`src/crf_params.svh`:
```
// Purpose: constants for the receiver flag and status block
// Assumes: 32-bit classic Wishbone, word-aligned registers
// Notes: offsets are byte addresses
//
// Summary of operation
// - Write one clears flag, zero ignored
// - State fields are read-only
// - Flags held at reset during init mode
// - State fields track counters despite init mode
// - Wake flag sets on sleep activity when enabled
// - Wake request while wake flag enabled
// - Status-change flag sets on bus state change
// - State fields frozen while status-change pending
// - Error request from enabled status-change or overrun
// - Receiver code from receive count, bus-off copy
// - Transmitter code from transmit count
// - Leaving bus-off returns receiver code to the receive count
// - Receiver bus-off only when transmit count exceeds 255
// - Overrun flag sets on overrun
// - Receive-full sets on accepted message shift-in
// - No shift while receive-full set
// - Receive request while receive-full enabled
// - Clear only when setting condition gone
// - Each flag gated by own enable bit
`ifndef CRF_PARAMS_SVH
`define CRF_PARAMS_SVH

// ----------------------------------------
// Register offsets
// ----------------------------------------
`define CRF_ADDR_FLAGS 8'h00
`define CRF_ADDR_IRQEN 8'h04
`define CRF_ADDR_CTRL 8'h08

// ----------------------------------------
// Field positions
// ----------------------------------------
`define CRF_BIT_WAKE 7
`define CRF_BIT_CSC 6
`define CRF_BIT_OVR 1
`define CRF_BIT_RXF 0
`define CRF_BIT_WAKE_EN 0

// ----------------------------------------
// Reset values and thresholds
// ----------------------------------------
`define CRF_FLAGS_RST 8'h00
`define CRF_IRQEN_RST 8'h00
`define CRF_WARN_LIMIT 9'h060
`define CRF_ERR_LIMIT 9'h07F
`define CRF_BUSOFF_LIMIT 9'h0FF

`endif

```
`src/crf_pkg.sv`:
```
// Purpose: types for the receiver flag and status block
// Assumes: nothing
// Notes: none
package crf_pkg;

	typedef enum logic [1:0] {
		CRF_ST_OK = 2'h0,
		CRF_ST_WARN = 2'h1,
		CRF_ST_ERR = 2'h2,
		CRF_ST_BUSOFF = 2'h3
	} crf_state_t;

	typedef struct packed {
		logic [8:0] tx_count;
		logic [8:0] rx_count;
		logic overrun;
		logic accepted;
		logic sleep_activity;
		logic sleeping;
	} crf_engine_t;

	typedef struct packed {
		logic [7:0] addr;
		logic we;
		logic [3:0] sel;
		logic [31:0] data;
	} crf_wb_req_t;

endpackage

```
`src/crf_state_enc.sv`:
```
// Purpose: error counters to state codes
// Assumes: counters saturate at 9 bits
// Notes: purely combinational
`timescale 1ns/100ps
`include "crf_params.svh"
module crf_state_enc
(
	// Counters
	input wire logic [8:0] tx_count_i,
	input wire logic [8:0] rx_count_i,
	// Codes
	output crf_pkg::crf_state_t tx_state_o,
	output crf_pkg::crf_state_t rx_state_o
);

	always_comb
	begin
		if (tx_count_i > `CRF_BUSOFF_LIMIT)
			tx_state_o = crf_pkg::CRF_ST_BUSOFF;
		else if (tx_count_i > `CRF_ERR_LIMIT)
			tx_state_o = crf_pkg::CRF_ST_ERR;
		else if (tx_count_i > `CRF_WARN_LIMIT)
			tx_state_o = crf_pkg::CRF_ST_WARN;
		else
			tx_state_o = crf_pkg::CRF_ST_OK;
	end

	always_comb
	begin
		// Bus-off copy wins over the receive count
		if (tx_count_i > `CRF_BUSOFF_LIMIT)
			rx_state_o = crf_pkg::CRF_ST_BUSOFF;
		else if (rx_count_i > `CRF_ERR_LIMIT)
			rx_state_o = crf_pkg::CRF_ST_ERR;
		else if (rx_count_i > `CRF_WARN_LIMIT)
			rx_state_o = crf_pkg::CRF_ST_WARN;
		else
			rx_state_o = crf_pkg::CRF_ST_OK;
	end

endmodule

```
`src/crf_w1c_flag.sv`:
```
// Purpose: one sticky flag, write-one-to-clear
// Assumes: set input is a one-cycle event or a level
// Notes: set beats clear in the same cycle
`timescale 1ns/100ps
module crf_w1c_flag
(
	// Clock and reset
	input wire logic clk_i,
	input wire logic rst_i,
	// Control
	input wire logic hold_i,
	input wire logic set_i,
	input wire logic clr_i,
	// State
	output logic flag_o
);

	always_ff @(posedge clk_i)
	begin
		if (rst_i || hold_i)
			flag_o <= 1'b0;
		else if (set_i)
			flag_o <= 1'b1;
		else if (clr_i)
			flag_o <= 1'b0;
	end

endmodule

```
`src/crf_top.sv`:
```
// Purpose: receiver flags, bus state codes and requests of a CAN controller
// Assumes: engine inputs are synchronous to clk_i
// Notes: 20 MHz clock; Wishbone classic slave, one wait state
//
// The Wishbone register port and the address map were decided locally.
`timescale 1ns/100ps
`include "crf_params.svh"
module crf_top
(
	// Clock and reset
	input wire logic clk_i,
	input wire logic rst_i,
	// Wishbone slave
	input wire logic cyc_i,
	input wire logic stb_i,
	input wire logic we_i,
	input wire logic [7:0] adr_i,
	input wire logic [3:0] sel_i,
	input wire logic [31:0] dat_i,
	output logic [31:0] dat_o,
	output logic ack_o,
	// Controller mode
	input wire logic init_request_i,
	input wire logic init_acknowledge_i,
	// Protocol engine
	input wire crf_pkg::crf_engine_t engine_i,
	output logic shift_allow_o,
	// Requests
	output logic wake_irq_o,
	output logic error_irq_o,
	output logic receive_irq_o
);

	// ----------------------------------------
	// Bus decode
	// ----------------------------------------
	logic bus_req;
	logic wr_flags;
	logic wr_irqen;
	logic wr_ctrl;
	logic init_mode;
	logic out_of_init;
	logic [7:0] flags_rd;
	logic [7:0] irqen_q;
	logic wake_enable_q;
	logic [31:0] rd_d;

	assign bus_req = cyc_i && stb_i && !ack_o;
	assign init_mode = init_request_i && init_acknowledge_i;
	assign out_of_init = !init_request_i && !init_acknowledge_i;
	assign wr_flags = bus_req && we_i && sel_i[0] && adr_i == `CRF_ADDR_FLAGS && out_of_init;
	assign wr_irqen = bus_req && we_i && sel_i[0] && adr_i == `CRF_ADDR_IRQEN && out_of_init;
	assign wr_ctrl = bus_req && we_i && sel_i[0] && adr_i == `CRF_ADDR_CTRL;

	// ----------------------------------------
	// State codes
	// ----------------------------------------
	crf_pkg::crf_state_t tx_now;
	crf_pkg::crf_state_t rx_now;
	crf_pkg::crf_state_t tx_q;
	crf_pkg::crf_state_t rx_q;
	crf_pkg::crf_state_t tx_prev_q;
	crf_pkg::crf_state_t rx_prev_q;
	logic change;
	logic wake_q;
	logic csc_q;
	logic ovr_q;
	logic rxf_q;

	crf_state_enc u_enc
	(
		.tx_count_i(engine_i.tx_count),
		.rx_count_i(engine_i.rx_count),
		.tx_state_o(tx_now),
		.rx_state_o(rx_now)
	);

	// On bus-off exit the shared encoder takes the receiver code from the receive count again
	assign change = (tx_now != tx_prev_q) || (rx_now != rx_prev_q);

	// Not reset by init mode, only by rst_i
	always_ff @(posedge clk_i)
	begin
		if (rst_i)
		begin
			tx_prev_q <= crf_pkg::CRF_ST_OK;
			rx_prev_q <= crf_pkg::CRF_ST_OK;
		end
		else
		begin
			tx_prev_q <= tx_now;
			rx_prev_q <= rx_now;
		end
	end

	// Visible fields; frozen while change pending, never written
	always_ff @(posedge clk_i)
	begin
		if (rst_i)
		begin
			tx_q <= crf_pkg::CRF_ST_OK;
			rx_q <= crf_pkg::CRF_ST_OK;
		end
		else if (!csc_q)
		begin
			tx_q <= tx_now;
			rx_q <= rx_now;
		end
	end

	// ----------------------------------------
	// Flags
	// ----------------------------------------
	// Sleep activity only counts with wake enable
	crf_w1c_flag u_wake
	(
		.clk_i(clk_i),
		.rst_i(rst_i),
		.hold_i(init_mode),
		.set_i(engine_i.sleeping && engine_i.sleep_activity && wake_enable_q),
		.clr_i(wr_flags && dat_i[`CRF_BIT_WAKE]),
		.flag_o(wake_q)
	);

	crf_w1c_flag u_csc
	(
		.clk_i(clk_i),
		.rst_i(rst_i),
		.hold_i(init_mode),
		.set_i(change),
		.clr_i(wr_flags && dat_i[`CRF_BIT_CSC]),
		.flag_o(csc_q)
	);

	crf_w1c_flag u_ovr
	(
		.clk_i(clk_i),
		.rst_i(rst_i),
		.hold_i(init_mode),
		.set_i(engine_i.overrun),
		.clr_i(wr_flags && dat_i[`CRF_BIT_OVR]),
		.flag_o(ovr_q)
	);

	// Shift-in only accepted while buffer free
	crf_w1c_flag u_rxf
	(
		.clk_i(clk_i),
		.rst_i(rst_i),
		.hold_i(init_mode),
		.set_i(engine_i.accepted && shift_allow_o),
		.clr_i(wr_flags && dat_i[`CRF_BIT_RXF]),
		.flag_o(rxf_q)
	);

	// ----------------------------------------
	// Enables
	// ----------------------------------------
	// Enable register is also held in init mode
	always_ff @(posedge clk_i)
	begin
		if (rst_i || init_mode)
			irqen_q <= `CRF_IRQEN_RST;
		else if (wr_irqen)
			irqen_q <= dat_i[7:0];
	end

	always_ff @(posedge clk_i)
	begin
		if (rst_i)
			wake_enable_q <= 1'b0;
		else if (wr_ctrl)
			wake_enable_q <= dat_i[`CRF_BIT_WAKE_EN];
	end

	// ----------------------------------------
	// Outputs
	// ----------------------------------------
	// Requests follow flags one cycle late, registered
	always_ff @(posedge clk_i)
	begin
		if (rst_i)
		begin
			wake_irq_o <= 1'b0;
			error_irq_o <= 1'b0;
			receive_irq_o <= 1'b0;
			shift_allow_o <= 1'b1;
		end
		else
		begin
			wake_irq_o <= wake_q && irqen_q[`CRF_BIT_WAKE];
			error_irq_o <= (csc_q && irqen_q[`CRF_BIT_CSC]) || (ovr_q && irqen_q[`CRF_BIT_OVR]);
			receive_irq_o <= rxf_q && irqen_q[`CRF_BIT_RXF];
			// Blocks the next shift as soon as rxf is set or being set
			shift_allow_o <= !(rxf_q || (engine_i.accepted && shift_allow_o)) ||
				(wr_flags && dat_i[`CRF_BIT_RXF] && !(engine_i.accepted && shift_allow_o));
		end
	end

	assign flags_rd = {wake_q, csc_q, rx_q, tx_q, ovr_q, rxf_q};

	// Reads have no side effects
	always_comb
	begin
		rd_d = 32'h0000_0000;
		if (adr_i == `CRF_ADDR_FLAGS)
			rd_d = {24'h00_0000, flags_rd};
		else if (adr_i == `CRF_ADDR_IRQEN)
			rd_d = {24'h00_0000, irqen_q};
		else if (adr_i == `CRF_ADDR_CTRL)
			rd_d = {31'h0000_0000, wake_enable_q};
	end

	// Unmapped addresses ack with zero data
	always_ff @(posedge clk_i)
	begin
		if (rst_i)
		begin
			ack_o <= 1'b0;
			dat_o <= 32'h0000_0000;
		end
		else
		begin
			ack_o <= bus_req;
			dat_o <= rd_d;
		end
	end

endmodule

```
`config.mk`:
```
export PLATFORM = sky130hd
export DESIGN_NAME = crf_top
export DESIGN_NICKNAME = d
export VERILOG_FILES = /design/src/crf_pkg.sv /design/src/crf_state_enc.sv /design/src/crf_w1c_flag.sv /design/src/crf_top.sv
export VERILOG_INCLUDE_DIRS = /design/src
export SDC_FILE = /design/constraint.sdc
export NUM_CORES = 1
export LEC_CHECK = 0
export ABC_AREA = 1
export CAP_MARGIN = 20
export CORE_AREA = 10 10 78 63
export CTS_CLUSTER_SIZE = 28
export DETAILED_ROUTE_END_ITERATION = 10
export DIE_AREA = 0 0 88 73
export DONT_BUFFER_PORTS = 1
export PLACE_DENSITY = 0.66
export SYNTH_ARGS = -nofsm -noshare
export SYNTH_HDL_FRONTEND = slang
export SYNTH_SLANG_ARGS = --single-unit
```
`constraint.sdc`:
```
create_clock -name clk_i -period 1.2 [get_ports clk_i]
set_clock_uncertainty 0.15 [all_clocks]
set_input_delay 0.24 -clock clk_i [delete_from_list [all_inputs] [get_ports clk_i]]
set_output_delay 0.24 -clock clk_i [all_outputs]
set_load 0.005 [all_outputs]
```
==> results.sh, run 1 <==
export IMPL_status="finished with violations"
export IMPL_violations="setup timing"
export IMPL_ys_warn_count=0
export IMPL_setup_viol=14
export IMPL_antenna_found_initial=0
export IMPL_holdCritPathClass="primary input to flip-flop"
export IMPL_final_common_cell="dfxtp_1"
export IMPL_dieArea_sq_um=6420
export IMPL_finalHoldViolCount=0
export IMPL_powerDensity_nw_per_um2=1260
export IMPL_path_class="flip-flop to flip-flop"
export IMPL_fmax_mhz=773
export IMPL_area_growth_pct=33.3
export IMPL_clock_sinks=34
export IMPL_crit_top_cell="buf_6"
export IMPL_setup_ws_ns=-0.0936
export IMPL_rsz0062_at_grt="true"
export IMPL_ys_types=27
export IMPL_grt_max_degree=13
export IMPL_wirelength_um=4210
export IMPL_grt_overflow=0
export IMPL_final_cell_mix="dfxtp_1, inv_1, nand2_1, conb_1"
export IMPL_portBuffers=0
export IMPL_grt_pass1_wl_um=6810
export IMPL_antenna_cells=0
export IMPL_slew_violations=0
export IMPL_fin_crit_ns=1.29
export IMPL_clk_pin_slew_worst_paths_ns=0.07
export IMPL_crit_path_start_kind="flip-flop"
export IMPL_clockBufferDepth=2
export IMPL_fp_coreArea_sq_um=3490
export IMPL_grt_use_total=0.135
export IMPL_timing_final_crit_share=1.08
export IMPL_ant_nets=0
export IMPL_die_height_um=73
export IMPL_synth_cells=212
export IMPL_dpl_hpwl_um=3040
export IMPL_cts_buffers=5
export IMPL_rows=19
export IMPL_crit_fanout=2
export IMPL_synth_area_leaders="dfxtp_1, buf_4, nand2_1, inv_1, nor2_1"
export IMPL_max_stage_delay_ns=0.33
export IMPL_clkLatencyLatePin_ns=0.29
export IMPL_crit_family="buffers and inverters"
export IMPL_num_vias=1397
export IMPL_dp_slack_ns=-0.173
export IMPL_synth_area_sq_um=1630
export IMPL_ios=110
export IMPL_remaining_drc_errors=0
export IMPL_end_kind="flip-flop"
export IMPL_initial_core_util=0.468
export IMPL_synth_seq_cells=34
export IMPL_viasPerCell=4.70
export IMPL_p_total_mw=2.75
export IMPL_p_leak_nw=0.913
export IMPL_drive_gt1_frac=0.263
export IMPL_cts_root_buf="clkbuf_8"
export IMPL_synth_avg_cell_area_sq_um=7.71
export IMPL_grt_pass1_vias=1473
export IMPL_worstPathRequired_ns=1.23
export IMPL_drt_iter0_drc=31
export IMPL_synth_seq_area_share=0.417
export IMPL_htreeDepth=2
export IMPL_yosysTopAreaCell="dfxtp_1"
export IMPL_routabilityCongestion=0.772
export IMPL_arrival_ns=1.33
export IMPL_path_buf_inv=4
export IMPL_cts_tree="built"
export IMPL_wl_per_cell_um=14.2
export IMPL_drv_cap=0
export IMPL_crit_path_cell_trace="nor2_4 -> buf_4 -> buf_6 -> buf_6 -> buf_6 -> nand3_2 -> o21ai_1 -> a21oi_1"
export IMPL_first_pass_iters=4
export IMPL_tns_ns=-0.747
export IMPL_final_nets=327
export IMPL_die_w_um=88
export IMPL_vdd_drop_max_mv=0.780
export IMPL_netlist_area_leader_share=0.417
export IMPL_slowest_stage="dfxtp_2"
==> synthesized netlist by cell type <==
cell / instances
nand3_2: 1
nor2_2: 2
nor2_1: 27
xnor2_1: 1
a211oi_2: 7
buf_4: 24
buf_2: 1
dfxtp_1: 34
buf_6: 1
nand2_2: 1
a31oi_1: 1
o22ai_1: 5
nor3_1: 3
nand2_4: 1
o21ai_0: 5
o21ai_1: 3
clkbuf_1: 1
conb_1: 1
nand2_1: 30
a21oi_1: 12
nor2_4: 3
nand3b_1: 1
inv_2: 4
o32ai_1: 2
nand3_1: 13
inv_1: 27
nand4_1: 1
==> final cells by class <==
type	instances	area, sq um
Fill cell	323	1320
Multi-Input combinational cell	144	813
Sequential cell	34	682
Timing Repair Buffer	38	365
Inverter	31	123
Clock buffer	6	82.6
Clock inverter	2	60.1
Tap cell	42	52.6
==> kinds of logic (layout without fill, tap and decap cells) <==
logic type / Yosys count / count (layout) / share of synthesized area
flops: 34 / 34 / 0.417
other cells: 1 / 24 / 0.00229
simple gates: 83 / 84 / 0.234
buf+inv: 58 / 77 / 0.194
compound gates: 35 / 35 / 0.149
xor+xnor: 1 / 1 / 0.00536
==> registers in the layout, summed over array words and instances (netlist names) <==
name and count:
u_csc.flag_o 1, receive_irq_o 1, tx_q 2, shift_allow_o 1
dat_o 8, rx_q 2, wake_irq_o 1, error_irq_o 1
ack_o 1, wake_enable_q 1, u_rxf.flag_o 1, u_ovr.flag_o 1
irqen_q 8, u_wake.flag_o 1, rx_prev_q 2, tx_prev_q 2
==> what timing repair did <==
action                                 CTS  global route
resized for setup                       14            12
hold buffers                            20             1
buffers inserted                         3             5
pin swaps                                4             5
setup endpoints to repair               13            25
cloned                                   1             0
endpoints found under the hold margin   26             1
==> layer usage <==
layer / track usage / wire, um / vias up
li1: - / - / 715
met4: 0.0477 / 40 / 0
met5: 0 / 0 / -
met3: 0.0458 / 309 / 4
met1: 0.162 / 1850 / 627
met2: 0.221 / 2010 / 51
==> final timing paths <==
kind,startpoint,to,slack (ns),cells past startpoint
worst max register to register,ack_o,wake_enable_q,-0.09,8
worst min-delay path,rst_i,wake_enable_q,0.02,3
worst max-delay path,ack_o,wake_enable_q,-0.09,8
worst min register to register,irqen_q[0],receive_irq_o,0.28,2
==> worst reg2reg max path, delay by kind of cell, from the launching register on <==
family	cells	cell delay (ns)
AND/OR/NAND/NOR	2	0.16
flip-flops	1	0.33
buffers and inverters	4	0.35
AO/OA/AOI/OAI	2	0.19
==> where the power goes <==
part | internal [mW] | switching, mW | leakage, nW | total, mW
clock network | 0.886 | 0.420 | 0.0714 | 1.31
logic | 0.125 | 0.136 | 0.564 | 0.262
registers | 1.16 | 0.0193 | 0.278 | 1.18
==> per-stage QoR <==
stage               instances  utilization  hold WS (ns)  instance area [sq um]
floorplan                 235            -         0.204                   1730
global placement          262        0.478         0.164                   1670
detailed placement        262        0.478         0.165                   1670
CTS                       294        0.604      0.000265                   2110
global route              297        0.623        0.0161                   2180
finish                    297        0.623        0.0179                   2180
Note: power is estimated with default switching activity, not from simulation.
==> run 2, diff against run 1 <==
Settings changed: ABC_AREA 1 to default, CORE_AREA 10 10 78 63 to 10 10 77 63, DIE_AREA 0 0 88 73 to 0 0 87 73.
==> results.sh, run 2 <==
export IMPL_synthFlopType="dfxtp_1"
export IMPL_pwr_share_clk=0.414
export IMPL_postCtsHoldBufs=15
export IMPL_portBuffers=0
export IMPL_switching_share=0.221
export IMPL_viasPerCell=5.32
export IMPL_grt_pass1_vias=1377
export IMPL_netlist_area_leader_share=0.423
export IMPL_holdWs_ns=-0.138
export IMPL_arrival_ns=1.42
export IMPL_worstPathRequired_ns=1.20
export IMPL_setup_viol=21
export IMPL_cts_root_buf="clkbuf_8"
export IMPL_status="finished with violations"
export IMPL_ios=110
export IMPL_antenna_found_initial=0
export IMPL_synth_avg_cell_area_sq_um=8.95
export IMPL_synth_seq_area_share=0.423
export IMPL_setup_ws_ns=-0.224
export IMPL_wirelength_um=4200
export IMPL_timing_final_crit_share=1.19
export IMPL_synth_common_cells="dfxtp_1, buf_4, nor2_1"
export IMPL_clk_pin_slew_worst_paths_ns=0.07
export IMPL_cts_tree="built"
export IMPL_synth_edf_count=0
export IMPL_yosysTopAreaCell="dfxtp_1"
export IMPL_fin_crit_ns=1.42
export IMPL_cts_buffers=5
export IMPL_rows=19
export IMPL_finalHoldViolCount=13
export IMPL_clkLatencyLatePin_ns=0.29
export IMPL_grt_overflow=0
export IMPL_fp_coreArea_sq_um=3450
export IMPL_first_pass_iters=4
export IMPL_wl_per_cell_um=17.0
export IMPL_die_height_um=73
export IMPL_antenna_cells=0
export IMPL_routabilityCongestion=0.787
export IMPL_ys_warn_count=0
export IMPL_grt_use_total=0.128
export IMPL_powerDensity_nw_per_um2=1240
export IMPL_holdCritPathClass="primary input to flip-flop"
export IMPL_synth_seq_cells=34
export IMPL_synth_area_leaders="dfxtp_1, buf_4, nor2_1, a21oi_1, o21ai_0"
export IMPL_p_leak_nw=0.796
export IMPL_dpl_hpwl_um=2990
export IMPL_num_vias=1314
export IMPL_remaining_drc_errors=0
export IMPL_ys_types=34
export IMPL_htreeDepth=2
export IMPL_grt_pass1_wl_um=6480
export IMPL_power_frac_comb=0.083
export IMPL_vdd_drop_max_mv=0.549
export IMPL_fmax_mhz=702
export IMPL_synth_async_reset_ratio=0
export IMPL_dp_slack_ns=-0.333
export IMPL_final_common_cell="dfxtp_1"
export IMPL_drv_cap=0
export IMPL_dieArea_sq_um=6350
export IMPL_initial_core_util=0.467
export IMPL_area_growth_pct=18.7
export IMPL_violations="hold timing, setup timing"
export IMPL_yosysMostFrequentCell="dfxtp_1"
export IMPL_crit_path_start_kind="flip-flop"
export IMPL_power_frac_seq=0.503
export IMPL_power_switching_mw=0.521
export IMPL_synth_cells=180
export IMPL_drive_gt1_frac=0.171
export IMPL_slew_violations=0
export IMPL_synth_area_sq_um=1610
export IMPL_drt_iter0_drc=56
export IMPL_clockBufferDepth=2
export IMPL_crit_fanout=4
export IMPL_p_int_mw=1.84
export IMPL_path_class="flip-flop to flip-flop"
export IMPL_reg_top3="dat_o (8), irqen_q (8)"
export IMPL_grt_max_degree=19
export IMPL_final_cell_mix="dfxtp_1, conb_1, nor2_1, dlygate4sd3_1, a21oi_1"
export IMPL_end_kind="flip-flop"
export IMPL_ant_nets=0
export IMPL_final_nets=277
export IMPL_die_w_um=87
export IMPL_clock_sinks=34
export IMPL_rsz0062_at_grt="true"
run 2: changes by cell type after synthesis, sizes merged, moves of 4 or more:
cell	delta
a211oi	-7
a22o	+7
clkbuf	+4
inv	-25
nand2	-26
nand3	-10
nand4	+9
nor2	-13
nor4	+5
o21ai	+5
o22ai	-5
run 2: logic make-up after synthesis:
logic type | count (synthesis) | synth area share
other | 1 | 0.00233
buffers and inverters | 38 | 0.148
flip-flops | 34 | 0.423
AND/OR/NAND/NOR | 59 | 0.228
AO/OA/AOI/OAI | 44 | 0.176
XOR/XNOR | 2 | 0.0109
multiplexers | 2 | 0.0124
run 2: final cells by class:
type,instances,area (sq um)
Clock buffer,8,110
Fill cell,295,1540
Inverter,6,22.5
Multi-Input combinational cell,131,810
Sequential cell,34,681
Tap cell,42,52.6
Timing Repair Buffer,26,236
run 2: path summary, 6_finish.rpt:
path	startpoint	end	depth (start not counted)	slack (ns)
worst max register to register	ack_o	u_csc.flag_o	4	-0.22
worst max-delay path	ack_o	u_csc.flag_o	4	-0.22
worst min register to register	u_wake.flag_o	wake_irq_o	2	0.31
worst min-delay path	rst_i	ack_o	1	-0.14
run 2: through the flow:
stage	area (sq um)	util	total power, mW	std cells	setup TNS [ns]
6_report	1910	0.555	2.36	247	-2.22
5_1_grt	1910	0.555	2.44	247	-3.68
4_1_cts	1880	0.545	2.36	246	-2.07
3_5_place_dp	1590	0.460	1.34	220	-6.19
3_3_place_gp	1590	0.460	1.34	220	-5.52
2_1_floorplan	1700	-	1.38	203	-3.26
run 2: routing by layer:
layer / vias up / GRT usage / part of all wire
met5: - / 0 / 0
met3: 7 / 0.0536 / 0.096
met1: 598 / 0.139 / 0.41
met2: 67 / 0.207 / 0.48
li1: 642 / - / -
met4: 0 / 0.0682 / 0.020
run 2: repair_timing:
item / in CTS / in global routing
pin swaps: 8 / 6
endpoints found under the hold margin: 26 / 13
gates resized for setup: 4 / 15
endpoints found under the setup margin: 21 / 21
buffers inserted: 3 / 1
run 2: power by group through the flow:
stage               logic [mW]  registers [mW]  clock network, mW
floorplan                0.184            1.20                  0
global placement         0.130            1.21                  0
detailed placement       0.133            1.21                  0
CTS                      0.185            1.19              0.988
global route             0.221            1.19               1.03
finish                   0.197            1.19              0.977
run 2: worst max-delay path, stage by stage, from the launching register on:
cell	delay [ns]
dfxtp_1	0.31
and3b_2	0.26
nand4_1	0.24
o21ai_1	0.22
a41oi_1	0.10
